**src/hdl/clk_switch_params.svh**
```systemverilog
/*
 * Named constants for the system clock switch: register indices, field
 * positions, reset values, encodings and timing figures.
 * Assumes it is included by bare name and holds definitions only.
 */
`ifndef CLK_SWITCH_PARAMS_SVH
`define CLK_SWITCH_PARAMS_SVH

// ----------------------------------------------------------------------
// Register indices and field positions
// ----------------------------------------------------------------------
`define CTRL_ADDR 4'h0
`define STAT_ADDR 4'h1
`define SEL_MSB 1
`define SEL_LSB 0
`define FREQ_MSB 6
`define FREQ_LSB 3
`define STAT_HF_READY_BIT 4
`define STAT_LF_READY_BIT 1
`define STAT_HF_STABLE_BIT 0

// ----------------------------------------------------------------------
// Reset values and encodings
// ----------------------------------------------------------------------
`define SEL_RESET 2'h0
`define FREQ_RESET 4'h7
`define SEL_CONFIG 2'h0
`define SEL_RSVD 2'h1
`define CFG_INTERNAL 2'h0
`define LF_CODE_HI 3'h0

// ----------------------------------------------------------------------
// Timing
// ----------------------------------------------------------------------
`define CORE_CLK_MHZ 40
`define HF_STARTUP_NS 2000
`define BOOT_TICKS 2'h2

`endif

```
**src/hdl/clk_switch_pkg.sv**
```systemverilog
/*
 * Types shared by the system clock switch modules.
 * Assumes the params header is available to whoever needs the numbers.
 */
package clk_switch_pkg;

    // ------------------------------------------------------------------
    // Clock sources and switch sequencer states
    // ------------------------------------------------------------------
    typedef enum logic [1:0] {src_ext, src_hf, src_lf} clk_src_type;

    typedef enum logic [2:0] {st_boot, st_run, st_startup, st_wait_new, st_edge} sw_state_type;

endpackage

```
**src/hdl/div_link.sv**
```systemverilog
/*
 * Carrier between the clock switch and its high-frequency postscaler.
 * Assumes both ends run on core_clk.
 */
`timescale 1ns/1ps

interface div_link;
    logic hf_tick;
    logic [3:0] shift;
    logic div_tick;

    modport scaler (input hf_tick, input shift, output div_tick);
    modport user (output hf_tick, output shift, input div_tick);
endinterface

```
**src/hdl/hf_postscaler.sv**
```systemverilog
/*
 * Postscaler for the high-frequency oscillator ticks: divides by two to
 * the power of the requested shift and gives one registered tick pulse.
 * Assumes hf_tick is a one-cycle enable synchronous to core_clk.
 */
`timescale 1ns/1ps

module hf_postscaler #(
    parameter int CNT_W = 9
) (
    input wire logic core_clk,
    input wire logic sys_rst,
    div_link.scaler dl
);
    logic [CNT_W-1:0] cnt_q;
    logic [CNT_W:0] prefix;
    logic div_tick_q;

    // ------------------------------------------------------------------
    // All-ones prefix chain: stage i fires when the low i bits are set.
    // ------------------------------------------------------------------
    assign prefix[0] = 1'b1;
    for (genvar i = 0; i < CNT_W; i++) begin : g_prefix
        assign prefix[i+1] = prefix[i] & cnt_q[i];
    end

    // Free-running counter so that a same-source divider change needs no restart.
    always_ff @(posedge core_clk or posedge sys_rst) begin
        if (sys_rst) begin
            cnt_q <= '0;
        end else if (dl.hf_tick) begin
            cnt_q <= cnt_q + 1'b1;
        end
    end

    // Shifts above the counter width would index past the chain, so they stop.
    always_ff @(posedge core_clk or posedge sys_rst) begin
        if (sys_rst) begin
            div_tick_q <= 1'b0;
        end else begin
            div_tick_q <= dl.hf_tick && (dl.shift <= CNT_W) && prefix[dl.shift];
        end
    end

    assign dl.div_tick = div_tick_q;
endmodule

```
**src/hdl/clk_switch.sv**
```systemverilog
/*
 * System clock source selection and switch sequencer with its control
 * and status registers. Each oscillator is seen as a one-cycle tick
 * enable marking its falling edge; the selected one drives sys_clk_tick.
 * Assumes all inputs are synchronous to core_clk and that the register
 * master never issues read and write in the same cycle.
 */
`timescale 1ns/1ps
`include "clk_switch_params.svh"

module clk_switch #(
    parameter int WAIT_W = 8
) (
    input wire logic core_clk,
    input wire logic sys_rst,
    input wire logic [3:0] reg_addr,
    input wire logic [7:0] reg_wdata,
    input wire logic reg_wr,
    input wire logic reg_rd,
    output logic [7:0] reg_rdata,
    input wire logic [1:0] config_osc_select,
    input wire logic ext_clk_tick,
    input wire logic hf_osc_tick,
    input wire logic lf_osc_tick,
    input wire logic hf_osc_ready_in,
    input wire logic hf_osc_stable_in,
    input wire logic lf_osc_ready_in,
    output logic sys_clk_tick,
    output clk_switch_pkg::clk_src_type active_source,
    output logic switch_busy,
    output logic hf_osc_enable,
    output logic lf_osc_enable
);
    import clk_switch_pkg::*;

    // Least start-up time into the fast oscillator, rounded up to cycles.
    localparam int HF_STARTUP_CYC = (`HF_STARTUP_NS * `CORE_CLK_MHZ + 999) / 1000;
    localparam int STARTUP_LAST = HF_STARTUP_CYC - 1;

    // ------------------------------------------------------------------
    // Register port
    // ------------------------------------------------------------------
    logic [1:0] sel_q;
    logic [3:0] freq_q;
    logic [7:0] rdata_q;
    logic ctrl_sel;
    logic stat_sel;
    logic ctrl_wr;
    logic [7:0] ctrl_val;
    logic [7:0] stat_val;
    logic [7:0] rdata_d;

    assign ctrl_sel = (reg_addr == `CTRL_ADDR);
    assign stat_sel = (reg_addr == `STAT_ADDR);
    assign ctrl_wr = reg_wr & ctrl_sel;
    // Unused control bits are tied low, so writes to them vanish.
    assign ctrl_val = {1'b0, freq_q, 1'b0, sel_q};
    assign rdata_d = !reg_rd ? 8'h00 : ctrl_sel ? ctrl_val : stat_sel ? stat_val : 8'h00;

    // Status bits are live oscillator flags; nothing here can write them.
    always_comb begin
        stat_val = 8'h00;
        stat_val[`STAT_HF_READY_BIT] = hf_osc_ready_in;
        stat_val[`STAT_LF_READY_BIT] = lf_osc_ready_in;
        stat_val[`STAT_HF_STABLE_BIT] = hf_osc_stable_in;
    end

    // Control fields clear to their documented values on every reset.
    always_ff @(posedge core_clk or posedge sys_rst) begin
        if (sys_rst) begin
            sel_q <= `SEL_RESET;
            freq_q <= `FREQ_RESET;
        end else if (ctrl_wr) begin
            sel_q <= reg_wdata[`SEL_MSB:`SEL_LSB];
            freq_q <= reg_wdata[`FREQ_MSB:`FREQ_LSB];
        end
    end

    // Read data stand only in the cycle after the strobe.
    always_ff @(posedge core_clk or posedge sys_rst) begin
        if (sys_rst) begin
            rdata_q <= 8'h00;
        end else begin
            rdata_q <= rdata_d;
        end
    end
    assign reg_rdata = rdata_q;

    // ------------------------------------------------------------------
    // Target source decode
    // ------------------------------------------------------------------
    function automatic logic [3:0] shift_of(input logic [3:0] code);
        unique case (code)
            4'hF: shift_of = 4'h0;
            4'hE: shift_of = 4'h1;
            4'hD: shift_of = 4'h2;
            4'hC: shift_of = 4'h3;
            4'hB: shift_of = 4'h4;
            4'hA, 4'h7: shift_of = 4'h5;
            4'h9, 4'h6: shift_of = 4'h6;
            4'h8, 4'h5: shift_of = 4'h7;
            4'h4: shift_of = 4'h8;
            default: shift_of = 4'h9;
        endcase
    endfunction

    clk_src_type want_src;
    clk_src_type tgt_src;
    clk_src_type last_src_q;
    logic [3:0] want_shift;
    logic [3:0] tgt_shift;
    logic [3:0] last_shift_q;
    logic want_internal;
    logic lf_code;
    logic hold;

    assign want_internal = sel_q[1] |
        ((sel_q == `SEL_CONFIG) & (config_osc_select == `CFG_INTERNAL));
    assign lf_code = (freq_q[3:1] == `LF_CODE_HI);
    assign want_src = !want_internal ? src_ext : lf_code ? src_lf : src_hf;
    assign want_shift = shift_of(freq_q);
    assign hold = (sel_q == `SEL_RSVD);
    // The reserved select keeps whatever was last asked for.
    assign tgt_src = hold ? last_src_q : want_src;
    assign tgt_shift = hold ? last_shift_q : want_shift;

    always_ff @(posedge core_clk or posedge sys_rst) begin
        if (sys_rst) begin
            last_src_q <= src_hf;
            last_shift_q <= 4'h0;
        end else begin
            last_src_q <= tgt_src;
            last_shift_q <= tgt_shift;
        end
    end

    // ------------------------------------------------------------------
    // Postscaler and tick selection
    // ------------------------------------------------------------------
    div_link dl ();
    clk_src_type cur_src_q;
    clk_src_type pend_src_q;
    logic [3:0] cur_shift_q;
    logic [3:0] pend_shift_q;
    logic cur_tick;
    logic new_tick;
    logic changed;

    assign dl.hf_tick = hf_osc_tick;
    assign dl.shift = cur_shift_q;

    hf_postscaler #(.CNT_W(9)) u_scaler (
        .core_clk(core_clk),
        .sys_rst(sys_rst),
        .dl(dl)
    );

    assign cur_tick = (cur_src_q == src_ext) ? ext_clk_tick :
        (cur_src_q == src_lf) ? lf_osc_tick : dl.div_tick;
    assign new_tick = (pend_src_q == src_ext) ? ext_clk_tick : lf_osc_tick;
    assign changed = (tgt_src != cur_src_q) | (tgt_src == src_hf && tgt_shift != cur_shift_q);

    // ------------------------------------------------------------------
    // Switch sequencer
    // ------------------------------------------------------------------
    sw_state_type state_q;
    logic [WAIT_W-1:0] wait_cnt_q;
    logic [1:0] boot_cnt_q;
    logic sys_tick_q;
    logic hf_en_q;
    logic lf_en_q;

    // The old clock keeps running through the wait, so the core never stalls.
    always_ff @(posedge core_clk or posedge sys_rst) begin
        if (sys_rst) begin
            state_q <= st_boot;
            cur_src_q <= src_hf;
            cur_shift_q <= 4'h0;
            pend_src_q <= src_hf;
            pend_shift_q <= 4'h0;
            wait_cnt_q <= '0;
            boot_cnt_q <= 2'h0;
        end else begin
            unique case (state_q)
                st_boot: begin
                    cur_src_q <= tgt_src;
                    cur_shift_q <= tgt_shift;
                    if (cur_tick) begin
                        boot_cnt_q <= boot_cnt_q + 2'h1;
                    end
                    if (cur_tick && boot_cnt_q == `BOOT_TICKS - 2'h1) begin
                        state_q <= st_run;
                    end
                end
                st_run: begin
                    pend_src_q <= tgt_src;
                    pend_shift_q <= tgt_shift;
                    wait_cnt_q <= '0;
                    if (changed && tgt_src == cur_src_q) begin
                        state_q <= st_edge;
                    end else if (changed && tgt_src == src_hf) begin
                        state_q <= st_startup;
                    end else if (changed) begin
                        state_q <= st_wait_new;
                    end
                end
                st_startup: begin
                    if (wait_cnt_q != STARTUP_LAST[WAIT_W-1:0]) begin
                        wait_cnt_q <= wait_cnt_q + 1'b1;
                    end else if (hf_osc_ready_in) begin
                        state_q <= st_edge;
                    end
                end
                st_wait_new: begin
                    if (new_tick) begin
                        state_q <= st_edge;
                    end
                end
                st_edge: begin
                    if (cur_tick) begin
                        cur_src_q <= pend_src_q;
                        cur_shift_q <= pend_shift_q;
                        state_q <= st_run;
                    end
                end
            endcase
        end
    end

    // Outputs are registered so the tick never glitches on a mux change.
    always_ff @(posedge core_clk or posedge sys_rst) begin
        if (sys_rst) begin
            sys_tick_q <= 1'b0;
            hf_en_q <= 1'b0;
            lf_en_q <= 1'b0;
        end else begin
            sys_tick_q <= cur_tick & (state_q != st_boot);
            hf_en_q <= (cur_src_q == src_hf) | ((state_q != st_run) & (pend_src_q == src_hf));
            lf_en_q <= (cur_src_q == src_lf) | ((state_q != st_run) & (pend_src_q == src_lf));
        end
    end

    assign sys_clk_tick = sys_tick_q;
    assign active_source = cur_src_q;
    assign switch_busy = (state_q != st_run);
    assign hf_osc_enable = hf_en_q;
    assign lf_osc_enable = lf_en_q;
endmodule

```
**config.mk**
```make
export PLATFORM = sky130hd
export DESIGN_NAME = clk_switch
export DESIGN_NICKNAME = d
export VERILOG_FILES = /design/src/hdl/clk_switch_pkg.sv /design/src/hdl/div_link.sv /design/src/hdl/hf_postscaler.sv /design/src/hdl/clk_switch.sv
export VERILOG_INCLUDE_DIRS = /design/src /design/src/hdl
export SDC_FILE = /design/constraint.sdc
export NUM_CORES = 1
export LEC_CHECK = 0
export BUFFER_PORTS_ARGS = -buffer_cell sky130_fd_sc_hd__clkbuf_2
export CORE_MARGIN = 2
export CORE_UTILIZATION = 57
export DETAILED_ROUTE_END_ITERATION = 8
export HOLD_SLACK_MARGIN = 0.08
export PLACE_DENSITY_LB_ADDON = 0.08
export SYNTH_ARGS = -nofsm -noshare
export SYNTH_HDL_FRONTEND = slang
export SYNTH_HIERARCHICAL = 1
export SYNTH_SLANG_ARGS = --single-unit
```
**constraint.sdc**
```tcl
create_clock -name core_clk -period 2.62 [get_ports core_clk]
set_input_delay 0.131 -clock core_clk [delete_from_list [all_inputs] [get_ports core_clk]]
set_output_delay 0.131 -clock core_clk [all_outputs]
set_load 0.02 [all_outputs]
```
==> results of run 1 <==
sequential cells by signal, indices dropped and copies added, names as in the netlist:
signal	cells
state_q	3
boot_cnt_q	2
u_scaler/dl.div_tick	1
pend_src_q	2
hf_osc_enable	1
lf_osc_enable	1
last_shift_q	4
sys_clk_tick	1
wait_cnt_q	8
pend_shift_q	4
active_source	2
last_src_q	2
cur_shift_q	4
reg_rdata	6
u_scaler/cnt_q	9
freq_q	4
sel_q	2
Yosys cell counts, drive strengths merged, types with 2 or more instances:
library cell	number
mux2	8
o211ai	3
or3	2
mux2i	5
nand3	6
clkbuf	7
dfrtp	50
nand4	4
nor3b	5
o22ai	10
o2bb2ai	2
nand2b	3
a32o	2
xnor2	9
and3	6
ha	5
a21oi	7
dfstp	6
o31ai	2
o21ai	16
a31oi	4
and4	4
and2	2
nor2b	3
and3b	2
xor2	7
o21a	2
nand2	27
nor2	16
nand3b	3
a32oi	3
a22o	2
or2b	2
or3b	4
buf	8
nor3	7
inv	14
worst max path at each step:
stage                     slack [ns]    endpoint
after floorplan                 0.70  state_q[0]
after global placement          0.55  state_q[0]
after detailed placement        0.52  state_q[0]
after CTS                       0.49  state_q[0]
after global routing            0.30  state_q[0]
final                           0.51  state_q[0]
routing by layer:
metal	GRT usage, %	part of all wire (%)	up-vias
met1	29.9	46	1063
li1	-	-	1085
met2	37.6	50	30
met5	0	0	-
met4	7.21	1.3	0
met3	3.17	2.0	5
metrics by stage:
step	hold slack (ns)	instance area, µm²	instances	util, %	power [mW]
2_1_floorplan	-0.0288	2920	283	-	2.47
3_3_place_gp	0.119	3090	372	61.7	2.75
3_5_place_dp	0.129	3090	372	61.7	2.79
4_1_cts	0.0836	3310	389	66.0	3.42
5_1_grt	0.118	3310	389	66.0	3.65
6_report	0.0988	3310	389	66.0	3.39
logic make-up (layout without fill, tap and decap cells):
group,count (synthesis),count (layout),share of synthesized area [%]
other,1,2,0.129
adder cells (fa/ha/maj),5,5,2.15
AO/OA/AOI/OAI,63,63,16.0
flip-flops,56,56,48.4
multiplexers,13,13,4.81
XOR/XNOR,16,16,4.81
AND/OR/NAND/NOR,99,99,19.0
buffers and inverters,29,65,4.77
layout make-up:
cell class / count / area (µm²) / area share [%]
clock inverter: 1 / 30.0 / 0.908
clock buffer: 7 / 96.3 / 2.91
inverter: 14 / 52.6 / 1.59
timing repair buffer: 43 / 263 / 7.95
sequential: 56 / 1410 / 42.6
multi-input combinational: 198 / 1370 / 41.4
tap: 70 / 87.6 / 2.65
power by group:
part	leakage, nW	internal, mW	switching, mW	total (mW)
Sequential	0.698	1.16	0.353	1.52
Combinational	0.749	0.559	0.700	1.26
Clock	0.0645	0.337	0.274	0.612
Total	1.51	2.06	1.33	3.39
cell usage in the layout, fill, tap and decap left out, drive strengths merged, types with 3 or more instances in the layout:
cell type,n
and3,6
nor2b,3
dfstp,6
nand2,27
nor3b,5
nand3,6
nand4,4
ha,5
xnor2,9
o211ai,3
nor3,7
nand2b,3
a32oi,3
clkbuf,40
dlygate4sd3,9
inv,14
or3b,4
xor2,7
a21oi,7
nand3b,3
mux2i,5
a31oi,4
o21ai,16
mux2,8
o22ai,10
nor2,16
and4,4
dfrtp,50
==> results.md, run 1 <==
- Endpoint arrival time on the critical path: 2.36 ns
- Die area: 0.00570 mm²
- Max-slew headroom: 37.3%
- Core Area: 0.00501 mm²
- First-pass GRT wire length: 9.58 mm
- Initial antenna violation count: 0
- NumNets Final: 347
- Root Driver: clkbuf_8
- Clock transition at path regs: 0.10 ns
- DRC Markers: 0
- Worst Hold Endpoint: reg_rdata[3]
- Crit-path max cell delay: 0.60 ns
- DR pass1 iterations: 4
- Dominant synthesized flop cell: dfrtp_1
- Synth cell types: 64
- Fmax: 475 MHz
- Crit Path Class: register to register
- Final worst-path cycle share: 80.4%
- Largest net degree at the start of global routing: 47
- Area contributors post-synth: dfrtp_1 (43%), dfstp_2 (5.4%), nand2_1 (3.5%), mux2_2 (3.1%), xnor2_1 (2.7%)
- Status: finished clean
- Setup TNS: 0 ns
- # rows: 26
- Wirelength, routed: 5.67 mm
- Min-Delay Path Class: input pin to register
- Slew Limit Fails: 0
- Post-synth top area share: 43.0%
- Post-synthesis sequential area ratio: 48.4%
- Via Count: 2183
- Gr ovfl total: 0
- Share of post-route cells with drive strength above 1: 21.9%
- Later-pin clock latency in the skew report: 0.31 ns
- Number of global-route vias before repair: 2069
- Worst EP required: 2.88 ns
- # hold bufs at CTS: 9
- Global-route usage over all layers: 22.3%
- Min cycle time layout: 2.11 ns
- R2R cell count: 7
- Critical-path top delay cell: dfstp_2
- Static Leakage: 1.51 nW
- Crit path launch type: register
- Fin. Hold Viols: 0
- Port Buf Inserts: 33
- Pwr dens: 1020 mW/mm²
- Final clock skew: 0.00626 ns
- Pre-CTS setup slack: 0.523 ns
- CP cell instances: inv_1 -> ha_1 -> or3b_1 -> a31oi_2 -> xor2_1 -> nor4_2 -> a31o_1
- Antenna-violating nets left: 0
- Worst vdd ir: 761 µV
- R2R setup slack: 0.51 ns
- PostCTS Resize Cnt: 0
- Worst-margin pin slew: 0.939 ns
- Buffers & Inverters on Critical Path: 1
- Synth-to-layout area growth: 13.5%
- Hold path startpoint: reg_addr[0]
- Routability Congestion: 0.828
- FFs w/ async S/R, synth: 100%
- Routed len/inst: 14.6 µm
- CTS Sinks: 56
- Crit Path Max Fanout: 7
- Vias per cell: 5.61
- Synth area leader: dfrtp_1
- Mapped Area: 0.00291 mm²
- Antenna Cells: 0
- Syn Area/Cell: 10.3 µm²
- Ys Warns: 6
- RSZ-0062 raised after global routing: false
- IO Pins: 38
- FILL cells: 437
- Die Span X: 75.5 µm
- Synthesized flop and latch total: 56
- Post-CTS Setup Repair Bufs: 0
- CTS tree: built
- Mapped Cells: 282
- R2r startpoint: freq_q[1]
- First DRT Iteration DRCs: 118
- CTS Buf Count: 5
- Clock tree buffer depth: 2
- Setup-failing EPs final: 0
- Max Cap Violations: 0
- Post-synth EDFFs: 0
- Final worst setup slack: 0.514 ns
- Hold path depth: 2
- Worst Setup SP: freq_q[1]
- Die H: 75.5 µm
- Worst path top cell family by delay: simple AND/OR/NAND/NOR gates
- DP HPWL: 4.07 mm
- Crit. path cell count: 7
- Htree depth: 2
- Crit end category: register
- Initial Util: 58.1%
- RR Endpoint: state_q[0]
Power figures use the tool's default switching activity.
==> run 2, diff against run 1 <==
- clock period: 2.62 -> 2 ns (I/O delays scaled with it)
==> run 2 against run 1 <==
Against the previous run:
- final area increased by 3.0%
- first-iteration DRC count increased by 31%
- die area unchanged
- register-to-register slack got worse by 0.41 ns
- critical path depth decreased by 2
- clock-buffer cell count unchanged
- via count increased by 2.7%
- power increased by 33%
- largest power group unchanged
==> results.md, run 2 (synthesized netlist as in run 1, its figures left out) <==
- Static Leakage: 1.57 nW
- Min cycle time layout: 1.89 ns
- Final clock skew: 0.00921 ns
- CTS Buf Count: 5
- Logic pwr share: 42.8%
- Crit Path Class: register to register
- Global-route usage over all layers: 23.8%
- Max Cap Violations: 0
- Worst-margin pin slew: 0.579 ns
- Share of post-route cells with drive strength above 1: 25.0%
- Antenna Cells: 0
- Largest net degree at the start of global routing: 47
- Post-route cell area: 0.00341 mm²
- Setup TNS: 0 ns
- Worst vdd ir: 970 µV
- Crit end category: register
- R2r startpoint: freq_q[2]
- Later-pin clock latency in the skew report: 0.31 ns
- Initial antenna violation count: 0
- Sw Share: 40.1%
- Vias per cell: 5.52
- Antenna-violating nets left: 0
- Core Area: 0.00501 mm²
- Root Driver: clkbuf_8
- First DRT Iteration DRCs: 155
- Cell Area, Placed: 0.00320 mm²
- First-pass GRT wire length: 10.2 mm
- Commonest non-fill, non-tap cell in the layout: dfrtp_1
- DRC Markers: 0
- Synth-to-layout area growth: 17.0%
- Sequential share of power: 42.8%
- Die area: 0.00570 mm²
- Final worst setup slack: 0.109 ns
- Routability Congestion: 0.842
- Die H: 75.5 µm
- Clock transition at path regs: 0.10 ns
- RR Endpoint: state_q[0]
- Fmax: 529 MHz
- Initial Util: 58.1%
- Max-slew headroom: 61.4%
- Crit path launch type: register
- Endpoint arrival time on the critical path: 2.15 ns
- # rows: 26
- R2R cell count: 5
- Fin. Hold Viols: 0
- Fin util: 68.0%
- RSZ-0062 raised after global routing: false
- Gr ovfl total: 0
- Pre-CTS setup slack: 0.0296 ns
- Setup-failing EPs final: 0
- DR pass1 iterations: 4
- Net Switching: 1.80 mW
- Hold path depth: 3
- CTS tree: built
- CTS Sinks: 56
- Worst Hold Endpoint: reg_rdata[4]
- Largest reg by FF count: u_scaler/cnt_q
- Slew Limit Fails: 0
- Clock group share of total power: 14.4%
- Number of global-route vias before repair: 2159
- Crit Path Max Fanout: 10
- NumNets Final: 364
- Wirelength, routed: 6.01 mm
- Final worst-path cycle share: 94.6%
- Port Buf Inserts: 33
- IO Pins: 38
- DP HPWL: 4.33 mm
- Htree depth: 2
- R2R setup slack: 0.11 ns
- Min-Delay Path Class: input pin to register
- Worst EP required: 2.26 ns
- Die Span X: 75.5 µm
- Most frequent cells in the layout: dfrtp_1 (50), clkbuf_2 (33), nand2_1 (27)
- Pwr dens: 1320 mW/mm²
- Hold path startpoint: hf_osc_ready_in
- Clock tree buffer depth: 2
- P_int: 2.70 mW
- Routed len/inst: 14.8 µm
- Max reg flops: 9
- Via Count: 2241
- Status: finished clean
run 2: layer usage:
metal | vias to the layer above | share of wire (%) | wire (µm) | global-route usage, %
met3 | 11 | 2.1 | 124 | 3.97
met1 | 1078 | 46 | 2750 | 32.3
met4 | 0 | 2.0 | 118 | 9.36
li1 | 1121 | - | - | -
met5 | - | 0 | 0 | 0
met2 | 31 | 50 | 3010 | 38.5
run 2: final cells by class:
type | count | area (µm²)
fill | 421 | 1600
sequential | 56 | 1410
multi-input combinational | 198 | 1370
timing repair buffer | 60 | 395
tap | 70 | 87.6
clock buffer | 7 | 86.3
inverter | 14 | 52.6
clock inverter | 1 | 7.51
run 2: what timing repair did:
action	in CTS	in global routing
endpoints found under the hold margin	60	0
endpoints found under the setup margin	1	0
buffers inserted	0	0
gates resized for setup	0	0
hold buffers	11	0
run 2: metrics by stage:
| stage | hold WS (ns) | total power, mW | instances |
|---|---|---|---|
| 6_report | 0.0986 | 4.50 | 406 |
| 5_1_grt | 0.109 | 4.85 | 406 |
| 4_1_cts | 0.0914 | 4.52 | 406 |
| 3_5_place_dp | 0.0989 | 3.85 | 387 |
| 3_3_place_gp | 0.0887 | 3.79 | 387 |
| 2_1_floorplan | -0.0598 | 3.23 | 283 |
run 2: worst max-delay path: stages, from the launching register on:
cell and delay (ns):
dfstp_2 0.63, or3b_4 0.41, a31oi_4 0.20, xnor2_1 0.10, nor4_2 0.33, a31o_1 0.18
run 2: worst max-delay path by stage:
stage,from,endpoint,slack [ns],cells after the start
3_3_place_gp,freq_q[0],state_q[0],0.04,7
6_report,freq_q[2],state_q[0],0.11,5
4_1_cts,freq_q[2],state_q[0],0.08,5
5_1_grt,freq_q[0],state_q[0],0.007,7
2_1_floorplan,freq_q[0],state_q[0],0.08,7
3_5_place_dp,freq_q[0],state_q[0],0.03,7
run 2: power groups by stage:
| stage | Clock, mW | Combinational, mW | Sequential [mW] |
|---|---|---|---|
| 2_1_floorplan | 0 | 1.39 | 1.84 |
| 3_3_place_gp | 0 | 1.86 | 1.93 |
| 3_5_place_dp | 0 | 1.91 | 1.95 |
| 4_1_cts | 0.667 | 1.93 | 1.93 |
| 5_1_grt | 0.710 | 2.15 | 1.99 |
| 6_report | 0.649 | 1.92 | 1.93 |
